--- config.mk ---
export PLATFORM = sky130hd
export DESIGN_NAME = pfcuv_limit_fault
export DESIGN_NICKNAME = d
export VERILOG_FILES = /design/src/pfcuv_pkg.sv /design/src/pfcuv_limit_fault.sv /design/src/pfcuv_ms_timer.sv
export SDC_FILE = /design/constraint.sdc
export NUM_CORES = 1
export LEC_CHECK = 0
export BUFFER_PORTS_ARGS = -buffer_cell sky130_fd_sc_hd__buf_2
export CAP_MARGIN = 20
export CORE_ASPECT_RATIO = 1.2
export CORE_MARGIN = 5
export CORE_UTILIZATION = 52
export DETAILED_ROUTE_END_ITERATION = 10
export HOLD_SLACK_MARGIN = 0.12
export PLACE_DENSITY = 0.71
export SYNTH_ARGS = -nofsm -noshare
export SYNTH_HDL_FRONTEND = slang
export SYNTH_SLANG_ARGS = --single-unit
--- constraint.sdc ---
create_clock -name clock -period 9.9 [get_ports clock]
set_clock_uncertainty 0.15 [all_clocks]
set_input_delay 1.98 -clock clock [delete_from_list [all_inputs] [get_ports clock]]
set_output_delay 1.98 -clock clock [all_outputs]
set_load 0.01 [all_outputs]
--- src/pfcuv_pkg.sv ---
// package: constants, types and helpers of the output voltage limit and undervoltage fault block
// Summary of operation
// - warn when output above overvoltage warning limit
// - warn when output below undervoltage warning limit
// - fault when output below undervoltage fault limit
// - limit top five bits mirror mode exponent
// - returned exponent is two's complement
// - writable 11-bit mantissa, threshold mantissa times 2^exp
// - bits 7:6 of action register pick reaction
// - code 01: wait first delay, then retry
// - code 10: shut down now, then retry
// - code 11: off while fault persists, then re-enable
// - first delay 10 ms doubling to 1280 ms
// - second delay spaces restarts, 252 to 2604 ms
package pfcuv_pkg;

    // command codes of the four registers
    localparam logic [7:0] PFCUV_CMD_OV_WARN = 8'h42;
    localparam logic [7:0] PFCUV_CMD_UV_WARN = 8'h43;
    localparam logic [7:0] PFCUV_CMD_UV_FAULT = 8'h44;
    localparam logic [7:0] PFCUV_CMD_ACTION = 8'h45;

    // field positions
    localparam int PFCUV_EXP_LSB = 11;
    localparam int PFCUV_MANT_W = 11;
    localparam int PFCUV_RESP_LSB = 6;
    localparam int PFCUV_RETRY_LSB = 3;
    localparam int PFCUV_DLY_LSB = 0;

    // values after reset
    localparam logic [10:0] PFCUV_OV_WARN_RST = 11'h7FF;
    localparam logic [10:0] PFCUV_UV_WARN_RST = 11'h000;
    localparam logic [10:0] PFCUV_UV_FAULT_RST = 11'h000;
    localparam logic [7:0] PFCUV_ACTION_RST = 8'h00;

    // retry code meaning unlimited restarts
    localparam logic [2:0] PFCUV_RETRY_INF = 3'h7;

    // fractional bits of the measured output voltage
    localparam logic [3:0] PFCUV_MEAS_FRAC = 4'h8;
    localparam int PFCUV_MEAS_W = 24;

    // time base: clock period and one millisecond
    localparam int PFCUV_CLK_PERIOD_PS = 4000;
    localparam int PFCUV_MS_PS = 1000000000;
    localparam int PFCUV_MS_CYCLES = PFCUV_MS_PS / PFCUV_CLK_PERIOD_PS;

    // first delay base time in ms
    localparam logic [11:0] PFCUV_DLY1_BASE_MS = 12'h00A;

    // reaction codes
    typedef enum logic [1:0] {
        PFCUV_RESP_IGNORE = 2'b00,
        PFCUV_RESP_DELAY = 2'b01,
        PFCUV_RESP_RESTART = 2'b10,
        PFCUV_RESP_HOLD = 2'b11
    } pfcuv_resp_t;

    // fault sequencer states
    typedef enum logic [2:0] {
        PFCUV_ST_RUN = 3'b000,
        PFCUV_ST_WAIT_D1 = 3'b001,
        PFCUV_ST_OFF_WAIT = 3'b010,
        PFCUV_ST_SETTLE = 3'b011,
        PFCUV_ST_HOLD = 3'b100,
        PFCUV_ST_LATCHED = 3'b101
    } pfcuv_state_t;

    // register access request from the bus engine
    typedef struct packed {
        logic wr;
        logic rd;
        logic [7:0] cmd;
        logic [15:0] data;
    } pfcuv_req_t;

    // status flags shown to the rest of the chip
    typedef struct packed {
        logic ov_warn;
        logic uv_warn;
        logic uv_fault;
        logic out_enable;
        logic latched_off;
    } pfcuv_status_t;

    // first delay: 10 ms doubled per code step
    function automatic logic [11:0] pfcuv_dly1_ms(input logic [2:0] code);
        return PFCUV_DLY1_BASE_MS << code;
    endfunction : pfcuv_dly1_ms

    // second delay lookup in ms
    function automatic logic [11:0] pfcuv_dly2_ms(input logic [2:0] code);
        logic [11:0] ms;
        case (code)
            3'h0: ms = 12'h0FC;
            3'h1: ms = 12'h22E;
            3'h2: ms = 12'h39C;
            3'h3: ms = 12'h4EC;
            3'h4: ms = 12'h63C;
            3'h5: ms = 12'h78C;
            3'h6: ms = 12'h8DC;
            default: ms = 12'hA2C;
        endcase
        return ms;
    endfunction : pfcuv_dly2_ms

    // threshold = mantissa * 2^(exp+8), in measurement units
    function automatic logic [23:0] pfcuv_scale(input logic [10:0] m, input logic [2:0] e);
        logic [3:0] sh;
        sh = PFCUV_MEAS_FRAC + {e[2], e};
        return {13'h0000, m} << sh;
    endfunction : pfcuv_scale

endpackage : pfcuv_pkg
--- src/pfcuv_limit_fault.sv ---
// output voltage limits, warnings and undervoltage fault sequencer
`timescale 1ns/100ps
module pfcuv_limit_fault
    import pfcuv_pkg::*;
#(
    parameter int MS_CYCLES = PFCUV_MS_CYCLES
) (
    input wire logic clock,
    input wire logic rstn,
    input pfcuv_req_t req,
    input wire logic [2:0] mode_exp,
    input wire logic [23:0] out_meas,
    output logic [15:0] rd_data_reg,
    output logic rd_valid_reg,
    output pfcuv_status_t status_reg
);

    logic [10:0] ov_warn_mant_reg; // overvoltage warning mantissa
    logic [10:0] uv_warn_mant_reg; // undervoltage warning mantissa
    logic [10:0] uv_fault_mant_reg; // undervoltage fault mantissa
    logic [7:0] action_reg; // undervoltage fault action
    logic [4:0] exp_field; // sign-extended exponent for readback
    logic [23:0] ov_thr; // scaled thresholds
    logic [23:0] uv_warn_thr;
    logic [23:0] uv_fault_thr;
    logic ov_now; // live compare results
    logic uv_warn_now;
    logic uv_now;
    pfcuv_resp_t resp; // selected reaction
    logic [2:0] retry_code; // retry field
    logic [2:0] dly_code; // delay field
    logic action_wr; // write hits the action register
    pfcuv_state_t state_reg; // sequencer state
    logic [2:0] retries_left_reg; // restarts still allowed
    logic tmr_start_reg; // timer start pulse
    logic [11:0] tmr_ms_reg; // timer length in ms
    logic tmr_done; // timer expiry pulse

    // exponent mirrors the mode register, sign extended to five bits
    assign exp_field = {{2{mode_exp[2]}}, mode_exp};

    // fields of the action register
    assign resp = pfcuv_resp_t'(action_reg[PFCUV_RESP_LSB +: 2]);
    assign retry_code = action_reg[PFCUV_RETRY_LSB +: 3];
    assign dly_code = action_reg[PFCUV_DLY_LSB +: 3];
    assign action_wr = req.wr && (req.cmd == PFCUV_CMD_ACTION);

    // thresholds are mantissa times two to the exponent
    assign ov_thr = pfcuv_scale(ov_warn_mant_reg, mode_exp);
    assign uv_warn_thr = pfcuv_scale(uv_warn_mant_reg, mode_exp);
    assign uv_fault_thr = pfcuv_scale(uv_fault_mant_reg, mode_exp);

    // limit compares
    assign ov_now = out_meas > ov_thr;
    assign uv_warn_now = out_meas < uv_warn_thr;
    assign uv_now = out_meas < uv_fault_thr;

    // register writes; exponent bits of a write are dropped
    always_ff @(posedge clock or negedge rstn) begin
        if (!rstn) begin
            ov_warn_mant_reg <= PFCUV_OV_WARN_RST;
            uv_warn_mant_reg <= PFCUV_UV_WARN_RST;
            uv_fault_mant_reg <= PFCUV_UV_FAULT_RST;
            action_reg <= PFCUV_ACTION_RST;
        end else if (req.wr) begin
            case (req.cmd)
                PFCUV_CMD_OV_WARN: ov_warn_mant_reg <= req.data[PFCUV_MANT_W-1:0];
                PFCUV_CMD_UV_WARN: uv_warn_mant_reg <= req.data[PFCUV_MANT_W-1:0];
                PFCUV_CMD_UV_FAULT: uv_fault_mant_reg <= req.data[PFCUV_MANT_W-1:0];
                PFCUV_CMD_ACTION: action_reg <= req.data[7:0];
                default: ; // other codes belong elsewhere
            endcase
        end
    end

    // register reads, answered one cycle later; unknown codes read zero
    always_ff @(posedge clock or negedge rstn) begin
        if (!rstn) begin
            rd_data_reg <= 16'h0000;
            rd_valid_reg <= 1'b0;
        end else begin
            rd_valid_reg <= req.rd;
            if (req.rd) begin
                case (req.cmd)
                    PFCUV_CMD_OV_WARN: rd_data_reg <= {exp_field, ov_warn_mant_reg};
                    PFCUV_CMD_UV_WARN: rd_data_reg <= {exp_field, uv_warn_mant_reg};
                    PFCUV_CMD_UV_FAULT: rd_data_reg <= {exp_field, uv_fault_mant_reg};
                    PFCUV_CMD_ACTION: rd_data_reg <= {8'h00, action_reg};
                    default: rd_data_reg <= 16'h0000;
                endcase
            end
        end
    end

    // warning and fault flags follow the compares
    always_ff @(posedge clock or negedge rstn) begin
        if (!rstn) begin
            status_reg.ov_warn <= 1'b0;
            status_reg.uv_warn <= 1'b0;
            status_reg.uv_fault <= 1'b0;
        end else begin
            status_reg.ov_warn <= ov_now;
            status_reg.uv_warn <= uv_warn_now;
            status_reg.uv_fault <= uv_now;
        end
    end

    // delay timer shared by both delays
    pfcuv_ms_timer #(
        .MS_CYCLES(MS_CYCLES)
    ) u_timer (
        .clock(clock),
        .rstn(rstn),
        .start(tmr_start_reg),
        .target_ms(tmr_ms_reg),
        .done_reg(tmr_done)
    );

    // fault sequencer: output enable, retries and delays
    always_ff @(posedge clock or negedge rstn) begin
        if (!rstn) begin
            state_reg <= PFCUV_ST_RUN;
            retries_left_reg <= 3'h0;
            tmr_start_reg <= 1'b0;
            tmr_ms_reg <= 12'h000;
            status_reg.out_enable <= 1'b1;
            status_reg.latched_off <= 1'b0;
        end else begin
            tmr_start_reg <= 1'b0;
            case (state_reg)
                // normal running; retry budget tracks the setting
                PFCUV_ST_RUN: begin
                    retries_left_reg <= retry_code;
                    status_reg.out_enable <= 1'b1;
                    if (uv_now) begin
                        case (resp)
                            PFCUV_RESP_DELAY: begin
                                state_reg <= PFCUV_ST_WAIT_D1;
                                tmr_start_reg <= 1'b1;
                                tmr_ms_reg <= pfcuv_dly1_ms(dly_code);
                            end
                            PFCUV_RESP_RESTART: begin
                                status_reg.out_enable <= 1'b0;
                                if (retry_code == 3'h0) begin
                                    state_reg <= PFCUV_ST_LATCHED;
                                    status_reg.latched_off <= 1'b1;
                                end else begin
                                    state_reg <= PFCUV_ST_OFF_WAIT;
                                    tmr_start_reg <= 1'b1;
                                    tmr_ms_reg <= pfcuv_dly2_ms(dly_code);
                                end
                            end
                            PFCUV_RESP_HOLD: begin
                                state_reg <= PFCUV_ST_HOLD;
                                status_reg.out_enable <= 1'b0;
                            end
                            default: ; // ignore: keep running
                        endcase
                    end
                end
                // first delay with output still on
                PFCUV_ST_WAIT_D1: begin
                    retries_left_reg <= retry_code;
                    if (tmr_done) begin
                        if (!uv_now) begin
                            state_reg <= PFCUV_ST_RUN; // fault went away
                        end else if (retry_code == 3'h0) begin
                            state_reg <= PFCUV_ST_LATCHED;
                            status_reg.out_enable <= 1'b0;
                            status_reg.latched_off <= 1'b1;
                        end else begin
                            state_reg <= PFCUV_ST_OFF_WAIT;
                            status_reg.out_enable <= 1'b0;
                            tmr_start_reg <= 1'b1;
                            tmr_ms_reg <= pfcuv_dly2_ms(dly_code);
                        end
                    end
                end
                // output off, spacing before the next restart
                PFCUV_ST_OFF_WAIT: begin
                    if (tmr_done) begin
                        state_reg <= PFCUV_ST_SETTLE;
                        status_reg.out_enable <= 1'b1;
                        if (retries_left_reg != PFCUV_RETRY_INF) begin
                            retries_left_reg <= retries_left_reg - 3'h1;
                        end
                        tmr_start_reg <= 1'b1;
                        tmr_ms_reg <= pfcuv_dly1_ms(dly_code);
                    end
                end
                // restarted; give the output time to rise before judging
                PFCUV_ST_SETTLE: begin
                    if (tmr_done) begin
                        if (!uv_now) begin
                            state_reg <= PFCUV_ST_RUN;
                        end else if (retries_left_reg == 3'h0) begin
                            state_reg <= PFCUV_ST_LATCHED;
                            status_reg.out_enable <= 1'b0;
                            status_reg.latched_off <= 1'b1;
                        end else begin
                            state_reg <= PFCUV_ST_OFF_WAIT;
                            status_reg.out_enable <= 1'b0;
                            tmr_start_reg <= 1'b1;
                            tmr_ms_reg <= pfcuv_dly2_ms(dly_code);
                        end
                    end
                end
                // off while the fault lasts, back on once clear
                PFCUV_ST_HOLD: begin
                    if (!uv_now) begin
                        state_reg <= PFCUV_ST_RUN;
                        status_reg.out_enable <= 1'b1;
                    end
                end
                // retries used up; a write to the action register re-arms
                PFCUV_ST_LATCHED: begin
                    if (action_wr) begin
                        state_reg <= PFCUV_ST_RUN;
                        status_reg.out_enable <= 1'b1;
                        status_reg.latched_off <= 1'b0;
                    end
                end
                default: begin
                    state_reg <= PFCUV_ST_RUN;
                    status_reg.out_enable <= 1'b1;
                end
            endcase
        end
    end
endmodule : pfcuv_limit_fault

--- src/pfcuv_ms_timer.sv ---
// one-shot millisecond timer used for fault delays
`timescale 1ns/100ps
module pfcuv_ms_timer
    import pfcuv_pkg::*;
#(
    parameter int MS_CYCLES = PFCUV_MS_CYCLES
) (
    input wire logic clock,
    input wire logic rstn,
    input wire logic start,
    input wire logic [11:0] target_ms,
    output logic done_reg
);

    logic [31:0] pre_reg; // cycles within the current ms
    logic [11:0] ms_reg; // whole ms elapsed
    logic busy_reg; // timer running

    // prescaler and ms count; a start restarts the timer
    always_ff @(posedge clock or negedge rstn) begin
        if (!rstn) begin
            pre_reg <= 32'h00000000;
            ms_reg <= 12'h000;
            busy_reg <= 1'b0;
            done_reg <= 1'b0;
        end else begin
            done_reg <= 1'b0;
            if (start) begin
                pre_reg <= 32'h00000000;
                ms_reg <= 12'h000;
                busy_reg <= 1'b1;
            end else if (busy_reg) begin
                if (pre_reg == 32'(MS_CYCLES - 1)) begin
                    pre_reg <= 32'h00000000;
                    ms_reg <= ms_reg + 12'h001;
                    // zero target behaves as one ms
                    if (ms_reg + 12'h001 >= target_ms) begin
                        done_reg <= 1'b1;
                        busy_reg <= 1'b0;
                    end
                end else begin
                    pre_reg <= pre_reg + 32'h00000001;
                end
            end
        end
    end

endmodule : pfcuv_ms_timer

; ---- Yosys cells after proc, flatten, opt, wreduce, memory -nomap -nowiden
; Index checks and enable logic that the tools add are counted.
[word_totals]
ff_bits = 128
output_inout_bits = 22
elab_cells = 152
[op_classes]
add_sub_neg = 4
n_lt_le_gt_ge = 4
eq_ne = 34
shifts = 4
n_mux = 65
n_reduce_logical = 22
[op_table]
columns = operator, n
row1 = 12-bit 2-to-1 mux, 11
row2 = 32-bit 2-to-1 mux, 3
row3 = 12-bit one-hot mux with 7 select lines, 1
row4 = 11-bit by 4-bit left shift with 24-bit output, 3
row5 = 16-bit one-hot mux with 4 select lines, 1
row6 = 24-bit < comparator, 2
row7 = 12-bit one-hot mux with 4 select lines, 1
row8 = 3-bit 2-to-1 mux, 12
row9 = "32-bit by 1-bit adder with 32-bit output, second input constant", 1
row10 = "32-bit by 18-bit == test with 1-bit output, second input constant", 1
row11 = "8-bit by 7-bit == test with 1-bit output, second input constant", 4
row12 = 24-bit greater-than comparator, 1
row13 = 12-bit one-hot mux with 2 select lines, 1
row14 = 1-bit 2-to-1 mux, 22
row15 = 3-bit one-hot mux with 6 select lines, 1
row16 = 9-bit AND reduction, 2
row17 = "2-bit inequality test, second input constant", 8
row18 = "3-bit == test, second input constant", 5
row19 = 7-bit AND reduction, 2
row20 = "12-bit by 1-bit adder with 12-bit output, second input constant", 1
row21 = "3-bit by 2-bit == test with 1-bit output, second input constant", 4
row22 = 12-bit >= comparator, 1
row23 = 3-bit logical NOT, 4
row24 = 2-bit 2-to-1 mux, 6
row25 = other kinds (21), 35

; ---- Depth between registers and ports, before layout
[depth]
ltp_word = 6
ltp_mapped = 17

; ---- Modules after synthesis
; A second synthesis with hierarchy kept.
[hier_totals]
hier_cells = 1094
area_unflattened_um2 = 9670.5
[by_module_without_submodules]
columns = module, instances, cells_per_inst, area_each_um2
row1 = pfcuv_limit_fault, 1, 773, 6799.0
row2 = pfcuv_ms_timer, 1, 321, 2871.5

; ---- Worst setup path before layout
; No wires, ideal clock.
[synth_path]
kind = input to register
start = input mode_exp[0]
end = register tmr_ms_reg[9]
setup_ns = 0.121
arrival_time_ns = 5.461
t_required_ns = 9.629
slack_ns = 4.168
cell_stages = 16
n_path_buf = 3
cell_sequence = clkbuf_1 -> clkbuf_1 -> buf_1 -> and2_1 -> nor3_1 -> a21oi_1 -> mux2i_1 -> ha_1 -> a21oi_1 -> nand2_1 -> a221o_1 -> a21oi_2 -> a31oi_2 -> a2111oi_4 -> nand2_4 -> a22o_1
[synth_between]
elab_chain_cells = 5
word_cells_on_any_way = 7
classes_between = add/sub: 1 / order compare: 1 / eq/ne: 3 / shift: 1 / reduce/logical: 1
[synth_rtl]
columns = item, line_no
row1 = from (decl), pfcuv_limit_fault.sv:11  ; input wire logic [2:0] mode_exp,
row2 = 4-bit adder *, pfcuv_pkg.sv:110  ; sh = PFCUV_MEAS_FRAC + {e[2], e};
row3 = 11-bit by 4-bit left shift with 24-bit output *, pfcuv_pkg.sv:111  ; return {13'h0000, m} << sh;
row4 = 24-bit < comparator *, pfcuv_limit_fault.sv:56  ; assign uv_now = out_meas < uv_fault_thr;
row5 = 2-bit inequality test (no line), --
row6 = 9-bit AND reduction (no line) *, --
row7 = to (signal assigned), pfcuv_limit_fault.sv:140  ; tmr_ms_reg <= pfcuv_dly1_ms(dly_code);
row8 = to (signal assigned), pfcuv_limit_fault.sv:150  ; tmr_ms_reg <= pfcuv_dly2_ms(dly_code);
row9 = to (signal assigned), pfcuv_limit_fault.sv:175  ; tmr_ms_reg <= pfcuv_dly2_ms(dly_code);
row10 = to (decl), pfcuv_limit_fault.sv:36  ; logic [11:0] tmr_ms_reg;
; Every way passes the cells marked *; elsewhere a longest branch is shown, timed or not.
; A chain may end at the register's enable or synchronous reset.

; ---- Worst setup path in the final report
[layout_path]
start = input mode_exp[1]
end = register tmr_ms_reg[8]
; The elaborated chain is that of the path after synthesis.

==> impl_metrics.tcl <==
set metrics [dict create \
    final_nets 1188 \
    hold_path_end "tmr_ms_reg[0]$_DFFE_PN0P_" \
    multi_input_area_um2 5660 \
    dp_slack_ns 3.37 \
    path_buf_inv 2 \
    fmax_ghz 0.163 \
    setup_slack_ns 3.77 \
    r2r-end "tmr_ms_reg[8]$_DFFE_PN0P_" \
    hold_depth 1 \
    synth_ff_type "dfrtp_1" \
    dieHeight_um 156 \
    clock_latency_ns 0.43 \
    synth_edf_count 0 \
    cts_setup_buffers 0 \
    hold_class "flip-flop to flip-flop" \
    ir_worst_vdd_mv 0.123 \
    worst_path_max_delay_cell "a2111oi_4" \
    seq_area_um2 3170 \
    synth.cell_area_um2 9230 \
    grt.total_usage 0.219 \
    hpwl_um 16400 \
    dp.cells 1256 \
    worst_r2r_path_depth 12 \
    finalCritPeriodShare 0.619 \
    root_buffer "clkbuf_16" \
    synth_seq_cells 126 \
    h-tree-depth 4 \
    endpoint_kind "flip-flop" \
    drv_slew 0 \
    synth-adder-area-share 0.104 \
    setup_viol 0 \
    worst_pin_slew_ns 0.982 \
    crit_family "compound AO/OA/AOI/OAI gates" \
    synth.avg_cell_area_um2 9.08 \
    rr_startpoint "uv_fault_mant_reg[5]$_DFFE_PN0P_" \
    synth-simple-area-share 0.190 \
    cts_buffer_depth 2 \
    fin_crit_ns 6.13 \
    initialDrtViolationCount 449 \
    fillers 1559 \
    grt_pass1_vias 7409 \
    relSlewSlack 0.340 \
    synthCells 1017 \
    synth_top_family_by_area "simple AND/OR/NAND/NOR gates" \
    viasPerCell 5.95 \
    route.vias.total 7669 \
    postCtsHoldBufs 0 \
    port_buffers 71 \
    n_antenna_cell 0 \
    crit_arrival_ns 6.29 \
    synth_compound_area_frac 0.162 \
    drtPass1Iterations 5 \
    grt_pass1_wl_um 37300 \
    worstSetupStartpointType "input port" \
    path_cells "buf_2, inv_2, nor2_1, nand2_1, o21ai_0, mux2i_1, ha_1, a21oi_1, nand2_1, a221o_1, a21oi_2, a31oi_2, a2111oi_4, nand2_4, a22o_1" \
    r2r_slack_ns 5.67 \
    cts.repair.resized 0 \
    path_clk_slew_ns 0.06 \
    largest_reg_flops 32 \
    cp.required_ns 10.06 \
    worstHoldStart "tmr_ms_reg[0]$_DFFE_PN0P_" \
    drc 0 \
    overflow 0 \
    cts_tree "yes" \
    dieWidth_um 132 \
    start_util 0.527 \
    yosysWarnings 0 \
    crit_type "input port to flip-flop" \
    grt_max_degree 84 \
    cts_buffers 17 \
    pin_count 77 \
    yosysSeqAreaShare 0.343 \
    fin_util 0.586 \
    fin_hold_ws_ns 0.356 \
    ys_types 72 \
    crit_top_cell "nand2_1" \
    tns_ns 0 \
    crit_fanout 37 \
    clock-sinks 126 \
    status "completed" \
    synth_xor_area_frac 0.0389 \
    p_per_area_nw_per_um2 154 \
    p_leak_nw 4.68 \
    routed_wl_um 22300 \
    die-area_um2 20500 \
    area_growth_syn_to_layout_pct 11.2 \
    coreArea_um2 17500 \
    crit_path_max_incr_delay_ns 0.84 \
    finalHoldViolCount 0 \
    maxCapViolCount 0 \
    finalNonFillerCells 1289 \
    rsz0062_at_grt "false" \
    final_antenna_net_count 0 \
    num_rows 53 \
    async_reset_ff_frac 1.00 \
    antenna_found_initial 1 \
    drive_gt1_frac 0.181 \
    wire_per_inst_um 17.3 \
    place_congestion 0.888 \
    synth_mux_area_frac 0.117 \
]
final cells by class:
cell class	instances	share of cell area
clock inverters	13	0.0184
flip-flops and latches	126	0.309
multi-input cells	802	0.551
well taps	220	0.0268
clock buffers	19	0.0431
repair buffers	74	0.0390
inverters	35	0.0128
through the flow:
step	total power, mW	area, µm²
6_report	1.58	10300
3_5_place_dp	0.924	9610
4_1_cts	1.59	10200
5_1_grt	1.67	10300
3_3_place_gp	0.914	9610
2_1_floorplan	0.841	9240
metal layers:
| layer | GRT usage | wire length, µm | share of wire |
|---|---|---|---|
| met5 | 0 | 13 | 0.00058 |
| met4 | 0.0671 | 412 | 0.019 |
| met3 | 0.0400 | 1020 | 0.046 |
| met2 | 0.362 | 10700 | 0.48 |
| met1 | 0.295 | 10100 | 0.45 |
cell families after synthesis:
family,Yosys count
simple gates,353
compound gates,228
flops,126
mux,100
buf+inv,91
fa+ha+maj,77
xor+xnor,41
other cells,1
worst register-to-register path: stages, from the launching register on:
cell	delay [ns]
dfrtp_1	0.43
nor2b_1	0.16
a211oi_1	0.35
a21oi_1	0.12
a22oi_1	0.23
ha_1	0.27
and4_1	0.20
a221o_1	0.31
a21oi_2	0.37
a31oi_2	0.18
a2111oi_4	0.84
nand2_4	0.20
a22o_1	0.30
cell usage after synthesis (14+ instances only):
master	n	area [µm²]
clkbuf_1	38	143
inv_1	34	128
xnor2_1	14	123
o21ai_0	47	235
nand4_1	17	106
nand3_1	25	125
a21oi_1	67	335
mux2i_1	49	490
mux2_2	50	563
nor2_1	113	424
o22ai_1	17	106
dfrtp_1	114	2850
xor2_1	27	236
ha_1	77	963
nor2b_1	27	169
nand2_1	79	297
where the power goes:
group	total [mW]	internal [mW]	switching (mW)
logic	0.321	0.138	0.182
registers	0.598	0.547	0.0514
clock network	0.666	0.429	0.237
total	1.58	1.11	0.471
cell usage in the layout, fill, tap and decap left out, drive strengths merged, types with 6 or more instances in the layout:
master,instances
a22o,11
a21o,11
dfstp,12
mux2,50
a211oi,10
clkbuf,19
nand4,17
xor2,27
nor2b,27
o21ai,47
and2,13
clkinv,6
or3,9
a221oi,8
xnor2,14
ha,77
buf,74
nand2,80
dfrtp,114
nor4,7
nor3,13
inv,36
o211ai,8
o22ai,17
mux2i,49
or2,6
nand3,25
nand2b,8
and3,13
a31oi,7
a21oi,68
nor2,113
worst max-delay path by stage:
stage,startpoint,end,slack [ns],cells past startpoint
3_5_place_dp,mode_exp[1],tmr_ms_reg[6]$_DFFE_PN0P_,3.37,15
6_report,mode_exp[1],tmr_ms_reg[8]$_DFFE_PN0P_,3.77,15
3_3_place_gp,mode_exp[1],tmr_ms_reg[11]$_DFFE_PN0P_,3.43,15
5_1_grt,mode_exp[1],tmr_ms_reg[9]$_DFFE_PN0P_,3.48,15
4_1_cts,mode_exp[1],tmr_ms_reg[8]$_DFFE_PN0P_,3.84,15
2_1_floorplan,mode_exp[0],tmr_ms_reg[9]$_DFFE_PN0P_,4.17,16
Power figures use the tool's default switching activity.
